$ cat config.mk
export PLATFORM = sky130hd
export DESIGN_NAME = wdaux_top
export DESIGN_NICKNAME = d
export VERILOG_FILES = /design/src/hdl/wdaux_pkg.sv /design/src/hdl/wdaux_top.sv
export SDC_FILE = /design/constraint.sdc
export NUM_CORES = 1
export LEC_CHECK = 0
export ABC_AREA = 1
export BUFFER_PORTS_ARGS = -buffer_cell sky130_fd_sc_hd__buf_4
export CAP_MARGIN = 0
export CORE_MARGIN = 5
export CORE_UTILIZATION = 50
export DETAILED_ROUTE_END_ITERATION = 7
export PLACE_DENSITY = 0.72
export SLEW_MARGIN = 30
export SYNTH_ARGS = -nofsm -noshare
export SYNTH_HDL_FRONTEND = slang
export SYNTH_SLANG_ARGS = --single-unit
$ cat constraint.sdc
create_clock -name clock -period 1.5 [get_ports clock]
set_clock_uncertainty 0.15 [all_clocks]
set_input_delay 0.225 -clock clock [delete_from_list [all_inputs] [get_ports clock]]
set_output_delay 0.225 -clock clock [all_outputs]
set_load 0.02 [all_outputs]
$ cat src/hdl/wdaux_pkg.sv
// package for the watchdog with auxiliary control
// assumes an 8-bit special-function-register write/read port on one clock
package wdaux_pkg;

    // ----------------------------------------
    // register map
    // ----------------------------------------
    localparam logic [7:0] AUX_CONTROL_ADDR   = 8'h8e;
    localparam logic [7:0] SERVICE_PORT_ADDR  = 8'ha6;
    localparam logic [7:0] SERVICE_FIRST      = 8'h1e;
    localparam logic [7:0] SERVICE_SECOND     = 8'he1;

    // ----------------------------------------
    // aux_control fields
    // ----------------------------------------
    localparam int         STROBE_GATE_POS    = 0;
    localparam int         RESET_INHIBIT_POS  = 3;
    localparam int         IDLE_HALT_POS      = 4;
    localparam logic [2:0] AUX_RESET          = 3'h0;

    // ----------------------------------------
    // timing
    // ----------------------------------------
    localparam int         WATCH_WIDTH        = 14;
    localparam logic [13:0] WATCH_LIMIT       = 14'h3fff;
    localparam int         MACHINE_PERIODS    = 12;
    localparam int         STROBE_PERIODS     = 6;
    localparam int         RESET_OUT_PERIODS  = 98;

    typedef struct packed {
        logic       write;
        logic       read;
        logic [7:0] addr;
        logic [7:0] wdata;
    } wdaux_sfr_type;

    typedef struct packed {
        logic idle_halt;
        logic reset_inhibit;
        logic strobe_gate;
    } wdaux_aux_type;

endpackage : wdaux_pkg

$ cat src/hdl/wdaux_top.sv
// watchdog counter, service port and auxiliary control register
// assumes clock is the oscillator; sfr port comes from cpu logic on same clock
//
// What this block does
// - after any reset the watchdog is off until the enabling byte pair.
// - writing 1e then e1 to the service port at a6 enables the watchdog.
// - while on, the counter adds one per machine cycle with clock running.
// - the 14-bit counter overflows at 3fff and resets the whole device.
// - once on, software cannot turn it off; only a reset does.
// - the byte pair written while on clears the counter to zero.
// - the service port is write only and the counter is never visible.
// - on overflow the reset pin is driven high for 98 oscillator periods.
// - inhibit bit 0 lets the pin be driven; 1 leaves it input only.
// - idle-halt bit 0 keeps counting in idle; 1 pauses while idle.
// - strobe-gate 0 strobes at osc/6; 1 strobes only during moves.
// - one machine cycle is twelve oscillator periods.
// - after a power-down exit by interrupt, hold until the line is high.
// - a count halted by idle resumes from its held value when idle ends.
`timescale 1ns/1ns
module wdaux_top
    import wdaux_pkg::*;
#(
    // counter width; narrower only to shorten simulation
    parameter int WATCH_BITS = WATCH_WIDTH
)
(
    // clock and reset
    input  wire logic          clock,
    input  wire logic          reset_n,
    // special-function-register port
    input  wire wdaux_sfr_type sfr,
    output logic [7:0]         sfr_rdata,
    // cpu state
    input  wire logic          idle_mode,
    input  wire logic          external_move,
    input  wire logic          wake_int_n,
    input  wire logic          pd_int_exit,
    // reset pin, open drain style
    input  wire logic          reset_pin_in,
    output logic               reset_pin_out,
    output logic               reset_pin_oe,
    // device reset and strobe
    output logic               device_reset,
    output logic               address_strobe
);

    // overflow point is all ones, 3fff at the default width
    localparam logic [WATCH_BITS-1:0] COUNT_LIMIT = WATCH_LIMIT[WATCH_BITS-1:0];
    localparam logic [WATCH_BITS-1:0] COUNT_ONE   = WATCH_BITS'(1);

    if (WATCH_BITS < 2 || WATCH_BITS > WATCH_WIDTH) begin : g_width_check
        $error("watch counter width out of range");
    end

    // ----------------------------------------
    // pin synchroniser for the wake interrupt
    // ----------------------------------------
    logic [2:0] wake_sync_q, wake_sync_d;
    logic       wake_level_q, wake_level_d;

    always_comb begin
        wake_sync_d  = {wake_sync_q[1:0], wake_int_n};
        wake_level_d = wake_level_q;
        if (wake_sync_q[1] == wake_sync_q[2]) begin
            wake_level_d = wake_sync_q[2];
        end
    end

    always_ff @(posedge clock) begin
        if (!reset_n) begin
            wake_sync_q  <= 3'h7;
            wake_level_q <= 1'h1;
        end else begin
            wake_sync_q  <= wake_sync_d;
            wake_level_q <= wake_level_d;
        end
    end

    // ----------------------------------------
    // aux control and service sequence
    // ----------------------------------------
    wdaux_aux_type aux_q, aux_d;
    logic          armed_q, armed_d;
    logic          enabled_q, enabled_d;
    logic          service;
    logic          overflow;

    always_comb begin
        aux_d     = aux_q;
        armed_d   = armed_q;
        enabled_d = enabled_q;
        service   = 1'h0;
        if (sfr.write && sfr.addr == AUX_CONTROL_ADDR) begin
            aux_d.idle_halt     = sfr.wdata[IDLE_HALT_POS];
            aux_d.reset_inhibit = sfr.wdata[RESET_INHIBIT_POS];
            aux_d.strobe_gate   = sfr.wdata[STROBE_GATE_POS];
        end
        if (sfr.write && sfr.addr == SERVICE_PORT_ADDR) begin
            armed_d = (sfr.wdata == SERVICE_FIRST);
            if (armed_q && sfr.wdata == SERVICE_SECOND) begin
                service   = 1'h1;
                enabled_d = 1'h1;
            end
        end
        if (overflow) begin
            enabled_d = 1'h0;
            armed_d   = 1'h0;
            aux_d     = AUX_RESET;
        end
    end

    always_ff @(posedge clock) begin
        if (!reset_n) begin
            aux_q     <= AUX_RESET;
            armed_q   <= 1'h0;
            enabled_q <= 1'h0;
        end else begin
            aux_q     <= aux_d;
            armed_q   <= armed_d;
            enabled_q <= enabled_d;
        end
    end

    // reads: aux only; service port and counter read as zero
    logic [7:0] rdata_d;
    always_comb begin
        rdata_d = 8'h00;
        if (sfr.read && sfr.addr == AUX_CONTROL_ADDR) begin
            rdata_d[IDLE_HALT_POS]     = aux_q.idle_halt;
            rdata_d[RESET_INHIBIT_POS] = aux_q.reset_inhibit;
            rdata_d[STROBE_GATE_POS]   = aux_q.strobe_gate;
        end
    end

    // ----------------------------------------
    // machine cycle prescaler and watch counter
    // ----------------------------------------
    logic [3:0]             pre_q, pre_d;
    logic                   tick;
    logic [WATCH_BITS-1:0]  count_q, count_d;
    logic                   pd_hold_q, pd_hold_d;
    logic                   run;

    always_comb begin
        tick  = (pre_q == 4'(MACHINE_PERIODS - 1));
        pre_d = tick ? 4'h0 : pre_q + 4'h1;
        // held after an interrupt wake until the line goes high
        pd_hold_d = pd_hold_q;
        if (pd_int_exit) begin
            pd_hold_d = 1'h1;
        end else if (wake_level_d && !wake_level_q) begin
            // only a rising filtered level ends it; just after the wake
            // the synchroniser still shows the old high level
            pd_hold_d = 1'h0;
        end
        run = enabled_q && tick && !pd_hold_q
              && !(idle_mode && aux_q.idle_halt);
        count_d  = count_q;
        overflow = 1'h0;
        if (run) begin
            if (count_q == COUNT_LIMIT) begin
                overflow = 1'h1;
            end else begin
                count_d = count_q + COUNT_ONE;
            end
        end
        if (service || overflow || !enabled_q) begin
            count_d = '0;
        end
    end

    always_ff @(posedge clock) begin
        if (!reset_n) begin
            pre_q     <= 4'h0;
            count_q   <= '0;
            pd_hold_q <= 1'h0;
        end else begin
            pre_q     <= pre_d;
            count_q   <= count_d;
            pd_hold_q <= pd_hold_d;
        end
    end

    // ----------------------------------------
    // reset pulse out and strobe
    // ----------------------------------------
    logic [6:0] rst_cnt_q, rst_cnt_d;
    logic       pin_oe_d, dev_rst_d;
    logic       pulse_inh_q, pulse_inh_d;
    logic [2:0] stb_q, stb_d;
    logic       strobe_d;

    always_comb begin
        rst_cnt_d = rst_cnt_q;
        if (overflow) begin
            rst_cnt_d = 7'(RESET_OUT_PERIODS);
        end else if (rst_cnt_q != 7'h0) begin
            rst_cnt_d = rst_cnt_q - 7'h1;
        end
        // overflow clears aux, so the inhibit is kept for the whole pulse
        pulse_inh_d = overflow ? aux_q.reset_inhibit : pulse_inh_q;
        pin_oe_d  = (rst_cnt_d != 7'h0) && !pulse_inh_d;
        dev_rst_d = overflow;
        stb_d     = (stb_q == 3'(STROBE_PERIODS - 1)) ? 3'h0 : stb_q + 3'h1;
        strobe_d  = (stb_q == 3'h0)
                    && (!aux_q.strobe_gate || external_move);
    end

    logic pin_oe_q, dev_rst_q, strobe_q, pin_out_q;
    always_ff @(posedge clock) begin
        if (!reset_n) begin
            rst_cnt_q   <= 7'h0;
            pulse_inh_q <= 1'h0;
            pin_out_q   <= 1'h0;
            pin_oe_q  <= 1'h0;
            dev_rst_q <= 1'h0;
            stb_q     <= 3'h0;
            strobe_q  <= 1'h0;
            sfr_rdata <= 8'h00;
        end else begin
            rst_cnt_q   <= rst_cnt_d;
            pulse_inh_q <= pulse_inh_d;
            pin_out_q   <= pin_oe_d;
            pin_oe_q  <= pin_oe_d;
            dev_rst_q <= dev_rst_d;
            stb_q     <= stb_d;
            strobe_q  <= strobe_d;
            sfr_rdata <= rdata_d;
        end
    end

    assign reset_pin_oe   = pin_oe_q;
    assign reset_pin_out  = pin_out_q;
    assign device_reset   = dev_rst_q;
    assign address_strobe = strobe_q;

    // ----------------------------------------
    // checks
    // ----------------------------------------
    property p_off_after_reset;
        @(posedge clock) $rose(reset_n) |-> !enabled_q;
    endproperty
    a_off_after_reset: assert property (p_off_after_reset)
        else $error("watchdog on after reset");

    property p_enable_seq;
        @(posedge clock) disable iff (!reset_n)
        (sfr.write && sfr.addr == SERVICE_PORT_ADDR
         && sfr.wdata == SERVICE_SECOND && armed_q && !overflow)
        |=> enabled_q && count_q == '0;
    endproperty
    a_enable_seq: assert property (p_enable_seq)
        else $error("pair did not enable and clear");

    property p_stays_on;
        @(posedge clock) disable iff (!reset_n)
        enabled_q && !overflow |=> enabled_q;
    endproperty
    a_stays_on: assert property (p_stays_on)
        else $error("watchdog turned off");

    property p_count_step;
        @(posedge clock) disable iff (!reset_n)
        run && !service && count_q != COUNT_LIMIT
        |=> count_q == $past(count_q) + COUNT_ONE;
    endproperty
    a_count_step: assert property (p_count_step)
        else $error("count did not step");

    property p_idle_hold;
        @(posedge clock) disable iff (!reset_n)
        idle_mode && aux_q.idle_halt && !service && enabled_q
        |=> count_q == $past(count_q);
    endproperty
    a_idle_hold: assert property (p_idle_hold)
        else $error("count moved in halted idle");

    property p_overflow_reset;
        @(posedge clock) disable iff (!reset_n)
        overflow |=> device_reset && count_q == '0;
    endproperty
    a_overflow_reset: assert property (p_overflow_reset)
        else $error("overflow did not reset");

    property p_pulse_len;
        @(posedge clock) disable iff (!reset_n)
        overflow && !aux_q.reset_inhibit
        |=> reset_pin_oe [*8] ##90 reset_pin_oe ##1 !reset_pin_oe;
    endproperty
    a_pulse_len: assert property (p_pulse_len)
        else $error("reset pulse not 98 periods");

    property p_inhibit;
        @(posedge clock) disable iff (!reset_n)
        aux_q.reset_inhibit |=> !reset_pin_oe;
    endproperty
    a_inhibit: assert property (p_inhibit)
        else $error("pin driven while inhibited");

    property p_pulse_inhibit;
        @(posedge clock) disable iff (!reset_n)
        overflow && aux_q.reset_inhibit |=> !reset_pin_oe [*8];
    endproperty
    a_pulse_inhibit: assert property (p_pulse_inhibit)
        else $error("pin driven after inhibited overflow");

    property p_strobe_gate;
        @(posedge clock) disable iff (!reset_n)
        aux_q.strobe_gate && !external_move |=> !address_strobe;
    endproperty
    a_strobe_gate: assert property (p_strobe_gate)
        else $error("strobe outside move");

    property p_service_read;
        @(posedge clock) disable iff (!reset_n)
        sfr.read && sfr.addr == SERVICE_PORT_ADDR |=> sfr_rdata == 8'h00;
    endproperty
    a_service_read: assert property (p_service_read)
        else $error("service port readable");

endmodule : wdaux_top
**Word-level counts from Yosys, hierarchy flattened**

Cells that the tools add are included.

- Flip-flop bits (word level): 50
- Bits in latches: 0
- RAM bits: 0
- Memory bits (read-only): 0
- Output and inout bits: 12
- Word-level logic and storage cells: 73
- Memories: 0

- Add/sub/neg operators: 4
- Multipliers: 0
- Div/mod/pow operators: 0
- Order comparisons: 0
- Equal/unequal tests: 8
- Shift operators: 0
- Multiplexer cells: 10
- Bitwise gates (word level): 2
- Reduce and logical (&&, ||, !) cells: 31

Operators with widths:

| kind | count |
|---|---|
| equality test 8 bit, second input constant | 3 |
| adder 14 x 1 -> 14 bit, second input constant | 1 |
| equality test 14 bit, second input constant | 1 |
| two-way mux 7 bit | 2 |
| nonzero test 7 bit | 2 |
| logical AND 1 bit | 11 |
| equality test 8 x 5 -> 1 bit, second input constant | 1 |
| two-way mux 1 bit | 8 |
| OR reduction 2 bit | 4 |
| subtractor 7 x 1 -> 7 bit, second input constant | 1 |
| zero test 1 bit | 6 |
| AND reduction 2 bit | 3 |
| adder 4 x 1 -> 4 bit, second input constant | 1 |
| equality test 4 bit, second input constant | 1 |
| adder 3 x 1 -> 3 bit, second input constant | 1 |
| equality test 3 bit, second input constant | 1 |
| zero test 3 bit | 1 |
| logical OR 1 bit | 3 |
| NOT 1 bit | 2 |
| nonzero test 2 bit | 1 |
| equality test 1 bit | 1 |

**Logic depth before layout (Yosys ltp)**

Gate-level depths: netlist of the first run.

- Word-level depth: 8
- Depth in mapped cells: 10
- Mapped depth without buffers: 10

**Worst setup path before layout of the first run**

No wires, ideal clock.

- Path type: register to register
- Start point: register count_q[0]
- End point: register count_q[10]
- Setup time: 0.122 ns
- Arrival: 1.359 ns
- Data required time: 1.228 ns
- Slack: -0.131 ns
- Cell stages (with the launch flop): 10
- Path buffers: 1
- Period minus slack after synthesis: 1.631 ns
- Cell sequence: dfxtp_1 -> ha_1 -> nand2_2 -> nor2_4 -> nand2_4 -> nor2_4 -> nand2_4 -> nand4_4 -> buf_12 -> a21oi_2

- Cells in the longest elaborated chain, start to end: 6
- Elaborated cells between the ends (all ways): 9
- Classes of those cells: add/sub: 1; eq/ne: 1; mux: 2; bitwise: 1; reduce/logical: 4

Ends and longest elaborated chain:

| item | RTL line | source |
|---|---|---|
| from (decl) | wdaux_top.sv:140 | `logic [WATCH_BITS-1:0] count_q, count_d;` |
| from (signal assigned) | wdaux_top.sv:179 | `count_q <= count_d;` |
| equality test 14 bit | wdaux_top.sv:161 | `if (count_q == COUNT_LIMIT) begin` |
| two-way mux 1 bit | wdaux_top.sv:161 |  |
| two-way mux 1 bit | wdaux_top.sv:160 | `if (run) begin` |
| logical OR 1 bit (2 in a row) | wdaux_top.sv:167 | `if (service \|\| overflow \|\| !enabled_q) begin` |
| OR reduction 2 bit (no line) | - |  |

Parallel ways exist; a longest one is shown, timed or not.
A chain may end at the register's enable or synchronous reset.

**Worst setup path in the final report of the first run**

- Start point: register count_q[1]
- End point: register count_q[12]

The elaborated chain is that of the path after synthesis.

==> flow_metrics.tcl, run 1 <==
set metrics [dict create \
    timing.critical_path.fanout_max 2 \
    rsz0062_at_grt "yes" \
    edff_count_synth 0 \
    powerDensity_mw_per_mm2 1160 \
    fin_worst_hold_slack_ns 0.0394 \
    grt_first_pass_wirelength_mm 8.66 \
    number_of_i_o_pins 37 \
    grt_antenna_before_repair 0 \
    setup_viol 19 \
    cts-root-buf "sky130_fd_sc_hd__clkbuf_8" \
    power_leakage_nw 1.31 \
    arrival_time_worst_endpoint_ns 1.64 \
    comb_power_share 0.343 \
    synth.lib_cells_used.distinct 30 \
    worst_hold_path_type "input pin to flop" \
    port_buffers 30 \
    die_h_um 77.8 \
    cts_htree_levels 2 \
    ff2ff_setup_slack_ns -0.06 \
    clk_pin_slew_worst_paths_ns 0.08 \
    failing_checks "setup timing" \
    ir_drop_worst_vdd_mv 0.699 \
    fmax_mhz 642 \
    shortest_clock_period_the_worst_path_allows_after_layout_ns 1.56 \
    cp-start-kind "flop" \
    pin_count_of_the_biggest_net_entering_global_routing 15 \
    detail_route.iter0.violations 51 \
    cp_data_required_time_ns 1.58 \
    antenna-diode-count 0 \
    avgViaCountPerCell 4.91 \
    overflow 0 \
    final_worst_path_cycle_share 1.04 \
    die_area_mm2 0.00606 \
    floorplan.initialDensity 0.521 \
    post_synth_inst_count 310 \
    cap_violations 0 \
    routabilityCongestion 0.815 \
    area_growth_syn_to_layout_pct 34.0 \
    final.setup.tns_ns -0.554 \
    grt_pass1_vias 2081 \
    syn_area_mm2 0.00230 \
    syn_area_per_cell_um2 7.42 \
    swShare 0.328 \
    number_of_synthesized_register_bits 45 \
    post-route-util 0.699 \
    tritoncts "yes" \
    final-max-slew-violation-count 0 \
    power.sequential.fraction 0.391 \
    cts.sink_count 45 \
    clk_latency_ns 0.30 \
    sw_power_mw 1.17 \
    placementRows 24 \
    route.detailed.wl_per_inst_um 11.9 \
    final_net_count 408 \
    dr_total_vias 2108 \
    ys_seq_area_frac 0.392 \
    dp.final_hpwl_mm 3.40 \
    postLayoutSetupSlackWorst_ns -0.0571 \
    p_int_mw 2.40 \
    synth-main-ff-cell "sky130_fd_sc_hd__dfxtp_1" \
    first_pass_iters 4 \
    postRouteWirelength_mm 5.10 \
    run_status "finished, violations left" \
    grt.total_usage 0.170 \
    setup.worst_path.class "flop to flop" \
    remaining_drc_errors 0 \
    die_x_um 77.8 \
    cts-root-to-sink-buffers 2 \
    pwr-share-clk 0.266 \
    ys.warnings.count 0 \
    antenna_violating_nets_post_route 0 \
    crit_path_end_kind "flop" \
    placeableCoreArea_mm2 0.00441 \
    drive_gt1_frac 0.347 \
    cts_made_buffers 5 \
    async_reset_ff_frac 0 \
    hold_viol_final 0 \
]
power groups by stage:
stage	logic (mW)	registers, mW	clock network [mW]
2_1_floorplan	0.698	1.40	0
3_3_place_gp	1.04	1.39	0
3_5_place_dp	1.06	1.40	0
4_1_cts	1.17	1.39	0.967
5_1_grt	1.37	1.41	1.02
6_report	1.22	1.40	0.950
cells by family after synthesis:
logic type               Yosys count  share of synthesized area
adder cells (fa/ha/maj)            7                     0.0381
AO/OA/AOI/OAI                     34                     0.0968
multiplexers                       1                    0.00435
flip-flops                        45                      0.392
AND/OR/NAND/NOR                  173                      0.344
other                              1                    0.00163
XOR/XNOR                           9                     0.0343
buffers and inverters             40                     0.0892
metal layers:
layer | GRT usage | wire length (um)
met1 | 0.202 | 2290
met2 | 0.305 | 2530
met3 | 0.0451 | 209
met4 | 0.0395 | 57
met5 | 0 | 0
placed cells by master (no fill, tap or decap), types with 6 or more instances in the layout:
master	instances
sky130_fd_sc_hd__nor2_1	43
sky130_fd_sc_hd__a21oi_2	14
sky130_fd_sc_hd__dfxtp_2	6
sky130_fd_sc_hd__buf_4	60
sky130_fd_sc_hd__inv_1	26
sky130_fd_sc_hd__nand3_1	17
sky130_fd_sc_hd__nand4_1	7
sky130_fd_sc_hd__nor2_4	7
sky130_fd_sc_hd__dfxtp_1	39
sky130_fd_sc_hd__clkbuf_8	6
sky130_fd_sc_hd__nand2_1	74
sky130_fd_sc_hd__a21oi_1	9
critical path, cell delays in order, from the launching register on:
cell                      delay [ns]
sky130_fd_sc_hd__dfxtp_2        0.36
sky130_fd_sc_hd__ha_4           0.15
sky130_fd_sc_hd__nand2_4        0.05
sky130_fd_sc_hd__nor2_4         0.12
sky130_fd_sc_hd__buf_4          0.12
sky130_fd_sc_hd__buf_4          0.11
sky130_fd_sc_hd__nand3_1        0.09
sky130_fd_sc_hd__xor2_1         0.15
sky130_fd_sc_hd__nand2_1        0.08
sky130_fd_sc_hd__a21oi_2        0.12
repair_timing:
item / CTS / global route
hold endpoints to repair: 1 / 0
endpoints found under the setup margin: 27 / 29
gates cloned: 2 / 0
buffers inserted: 2 / 1
resized for setup: 25 / 15
hold buffers: 1 / 0
pin swaps: 13 / 5
final cells by class:
class,instances,area (um2)
flip-flops and latches,45,908
well taps,52,65.1
fillers,335,1330
repair buffers,63,483
inverters,30,113
clock inverters,2,37.5
clock buffers,6,82.6
multi-input cells,231,1400
through the flow:
step                      total power, mW  std cells  setup WS (ns)  cell area [um2]
after floorplan                      2.10        314        -0.0300             2340
after global placement               2.43        415        -0.0804             2750
after detailed placement             2.46        415         -0.110             2750
after CTS                            3.53        428        -0.0358             3010
after global routing                 3.80        429         -0.149             3080
final                                3.57        429        -0.0571             3080
cells in the mapped netlist (2+ instances only):
cell type / instances / area, um2
sky130_fd_sc_hd__a21oi_1: 14 / 70.1
sky130_fd_sc_hd__a21oi_2: 9 / 78.8
sky130_fd_sc_hd__buf_4: 6 / 45.0
sky130_fd_sc_hd__buf_6: 2 / 22.5
sky130_fd_sc_hd__dfxtp_1: 45 / 901
sky130_fd_sc_hd__ha_1: 7 / 87.6
sky130_fd_sc_hd__inv_1: 29 / 109
sky130_fd_sc_hd__nand2_1: 77 / 289
sky130_fd_sc_hd__nand2_2: 4 / 25.0
sky130_fd_sc_hd__nand2_4: 2 / 22.5
sky130_fd_sc_hd__nand3_1: 22 / 110
sky130_fd_sc_hd__nand4_1: 7 / 43.8
sky130_fd_sc_hd__nor2_1: 46 / 173
sky130_fd_sc_hd__nor2_2: 3 / 18.8
sky130_fd_sc_hd__nor2_4: 4 / 45.0
sky130_fd_sc_hd__nor4_1: 2 / 12.5
sky130_fd_sc_hd__o21ai_0: 7 / 35.0
sky130_fd_sc_hd__or2_2: 5 / 31.3
sky130_fd_sc_hd__xnor2_1: 5 / 43.8
sky130_fd_sc_hd__xor2_1: 4 / 35.0
final timing paths:
kind                                   from                        end  cells past startpoint
setup reg to reg    count_q[1]$_SDFFE_PP0P_   count_q[12]$_SDFFE_PP0P_                      9
hold / removal                  pd_int_exit     pd_hold_q$_SDFFE_PN0P_                      3
setup / recovery    count_q[1]$_SDFFE_PP0P_   count_q[12]$_SDFFE_PP0P_                      9
hold reg to reg   wake_sync_q[0]$_SDFF_PN1_  wake_sync_q[1]$_SDFF_PN1_                      1
registers in the layout (all words and copies together) (netlist names):
signal / cells
address_strobe: 1
armed_q: 1
aux_q: 3
count_q: 14
device_reset: 1
enabled_q: 1
pd_hold_q: 1
pre_q: 4
pulse_inh_q: 1
reset_pin_out: 1
rst_cnt_q: 7
sfr_rdata: 3
stb_q: 3
wake_level_q: 1
wake_sync_q: 3
Note: power is estimated with default switching activity, not from simulation.
==> run 2, diff against run 1 <==
ABC_AREA = unset   (was 1)
CORE_UTILIZATION = 49   (was 50)
PLACE_DENSITY = 0.71   (was 0.72)
==> run 2 against run 1 <==
Against the previous run: the run still ends with setup timing left; power rose by 14%; die area fell by 7.0%; wire length increased by 38%; critical path depth shrank 4; maximum frequency is 21% lower; synthesized cell count is 25% lower; sequential power is essentially flat; hold slack better by 0.018 ns; via count rose by 4.5%; clock power down 4.3%; register-to-register slack got worse by 0.41 ns; critical path type unchanged; critical endpoint is now reset_pin_out$_SDFF_PN0_; largest cell class unchanged; highest routed layer unchanged.
==> flow_metrics.tcl, run 2 <==
set metrics [dict create \
    avgViaCountPerCell 5.78 \
    run_status "finished, violations left" \
    post_synth_inst_count 234 \
    final_worst_path_cycle_share 1.31 \
    cp_data_required_time_ns 1.55 \
    ir_drop_worst_vdd_mv 0.923 \
    synth_top_cells_by_area "sky130_fd_sc_hd__dfxtp_1 (43%), sky130_fd_sc_hd__xnor2_1 (5.5%), sky130_fd_sc_hd__nor2_1 (5.1%), sky130_fd_sc_hd__ha_1 (4.2%), sky130_fd_sc_hd__nand2_1 (3.6%)" \
    crit_path_end_kind "flop" \
    largest_register_ff_count 14 \
    ys_seq_area_frac 0.434 \
    die_area_mm2 0.00563 \
    cts.sink_count 45 \
    antenna-diode-count 0 \
    ys_top_cells_by_count "sky130_fd_sc_hd__dfxtp_1 (45), sky130_fd_sc_hd__nor2_1 (28), sky130_fd_sc_hd__nand2_1 (20)" \
    timing.critical_path.fanout_max 3 \
    placeableCoreArea_mm2 0.00406 \
    die_h_um 75.1 \
    remaining_drc_errors 0 \
    pin_count_of_the_biggest_net_entering_global_routing 16 \
    grt_first_pass_wirelength_mm 10.3 \
    synth_largest_type_area_fraction 0.434 \
    fin_worst_hold_slack_ns 0.0569 \
    cp-start-kind "flop" \
    die_x_um 75.1 \
    clk_latency_ns 0.30 \
    reg.largest.list "count_q (14), rst_cnt_q (7), pre_q (4)" \
    port_buffers 30 \
    grt_pass1_vias 2138 \
    setup.worst_path.class "flop to flop" \
    grt_antenna_before_repair 0 \
    synthDominantAreaCellType "sky130_fd_sc_hd__dfxtp_1" \
    cts-root-to-sink-buffers 2 \
    final_net_count 363 \
    tritoncts "yes" \
    cts-root-buf "sky130_fd_sc_hd__clkbuf_8" \
    area_growth_syn_to_layout_pct 61.5 \
    detail_route.iter0.violations 269 \
    ys.warnings.count 0 \
    overflow 0 \
    cts_htree_levels 2 \
    fmax_mhz 508 \
    cap_violations 0 \
    worst_hold_path_type "input pin to flop" \
    yosys.cell_count.top_type "sky130_fd_sc_hd__dfxtp_1" \
    dr_total_vias 2202 \
    top_register "count_q" \
    antenna_violating_nets_post_route 0 \
    synth.lib_cells_used.distinct 40 \
    grt.total_usage 0.241 \
    route.detailed.wl_per_inst_um 18.5 \
    hold_viol_final 0 \
    post-route-util 0.826 \
    drive_gt1_frac 0.495 \
    fillerInstances 221 \
    synth-main-ff-cell "sky130_fd_sc_hd__dfxtp_1" \
    layout.cells.most_common "sky130_fd_sc_hd__buf_4" \
    final-max-slew-violation-count 0 \
    setup_viol 29 \
    floorplan.initialDensity 0.511 \
    postLayoutSetupSlackWorst_ns -0.470 \
    clk_pin_slew_worst_paths_ns 0.09 \
    placementRows 23 \
    number_of_synthesized_register_bits 45 \
    syn_area_mm2 0.00207 \
    powerDensity_mw_per_mm2 1210 \
    async_reset_ff_frac 0 \
    power_leakage_nw 1.31 \
    edff_count_synth 0 \
    cts_made_buffers 5 \
    number_of_i_o_pins 37 \
    layout_common_cells "sky130_fd_sc_hd__buf_4 (83), sky130_fd_sc_hd__dfxtp_1 (37), sky130_fd_sc_hd__nor2_1 (22), sky130_fd_sc_hd__nand2_1 (18), sky130_fd_sc_hd__xnor2_1 (11)" \
    rsz0062_at_grt "yes" \
    shortest_clock_period_the_worst_path_allows_after_layout_ns 1.97 \
    arrival_time_worst_endpoint_ns 2.02 \
    failing_checks "setup timing" \
    postRouteWirelength_mm 7.05 \
    routabilityCongestion 0.785 \
    syn_area_per_cell_um2 8.87 \
    dp.final_hpwl_mm 3.37 \
    first_pass_iters 4 \
]
run 2: metrics by stage:
stage | setup WS, ns | power, mW | cells | instance area (um2) | setup TNS, ns
finish | -0.470 | 4.06 | 381 | 3350 | -7.32
global route | -0.496 | 4.22 | 381 | 3350 | -8.85
CTS | -0.319 | 3.75 | 378 | 3220 | -5.07
detailed placement | -0.430 | 2.68 | 359 | 2820 | -6.56
global placement | -0.394 | 2.67 | 359 | 2820 | -6.48
floorplan | -0.343 | 2.10 | 238 | 2190 | -4.99
run 2: cells by family (layout without fill, tap and decap cells):
kind of cell	Yosys count	after routing	synth area share
DFF	45	45	0.434
buffers and inverters	19	110	0.0483
adders and majority gates	7	7	0.0422
and+or+nand+nor	120	122	0.328
AOI/OAI and AO/OA	22	22	0.0591
other	1	5	0.00181
xor gates and xnor gates	16	16	0.0676
muxes	4	4	0.0193
run 2: timing repair:
| action | 4_1_cts | 5_1_grt |
|---|---|---|
| buffers inserted | 8 | 4 |
| pin swaps | 18 | 12 |
| gates resized for setup | 47 | 21 |
| endpoints found under the hold margin | 2 | 0 |
| gates cloned | 2 | 0 |
| setup endpoints to repair | 29 | 29 |
| hold buffers | 2 | 0 |
run 2: critical path: stages (launching register included):
cell and delay (ns):
sky130_fd_sc_hd__dfxtp_4 0.37, sky130_fd_sc_hd__or4_4 0.53, sky130_fd_sc_hd__nor2_4 0.11, sky130_fd_sc_hd__mux2i_2 0.29
sky130_fd_sc_hd__nand2_1 0.12, sky130_fd_sc_hd__o311a_1 0.29
run 2: path summary, 6_finish.rpt:
kind / start / to / slack, ns / cells past startpoint
worst max-delay path: rst_cnt_q[1]$_SDFF_PN0_ / reset_pin_out$_SDFF_PN0_ / -0.47 / 5
worst min-delay path: sfr[4] / aux_q[2]$_SDFFE_PP0P_ / 0.06 / 3
worst max register to register: rst_cnt_q[1]$_SDFF_PN0_ / reset_pin_out$_SDFF_PN0_ / -0.47 / 5
worst min register to register: wake_sync_q[0]$_SDFF_PN1_ / wake_sync_q[1]$_SDFF_PN1_ / 0.28 / 1
run 2: final cells by class:
type                            count  area (um2)  area share
Clock inverter                      2        35.0      0.0105
Inverter                            8        30.0     0.00896
Timing Repair Buffer               95         781       0.233
Tap cell                           50        62.6      0.0187
Multi-Input combinational cell    176        1460       0.436
Sequential cell                    45         913       0.273
Clock buffer                        5        68.8      0.0205
run 2: routing by layer:
layer,global-route usage,part of all wire
met5,0,0
met4,0.0988,0.030
met3,0.0414,0.066
met2,0.410,0.49
met1,0.302,0.41
run 2: where the power goes:
part,switching [mW],internal (mW),total (mW)
clock network,0.424,0.485,0.909
registers,0.102,1.32,1.42
logic,0.825,0.911,1.74
total,1.35,2.71,4.06
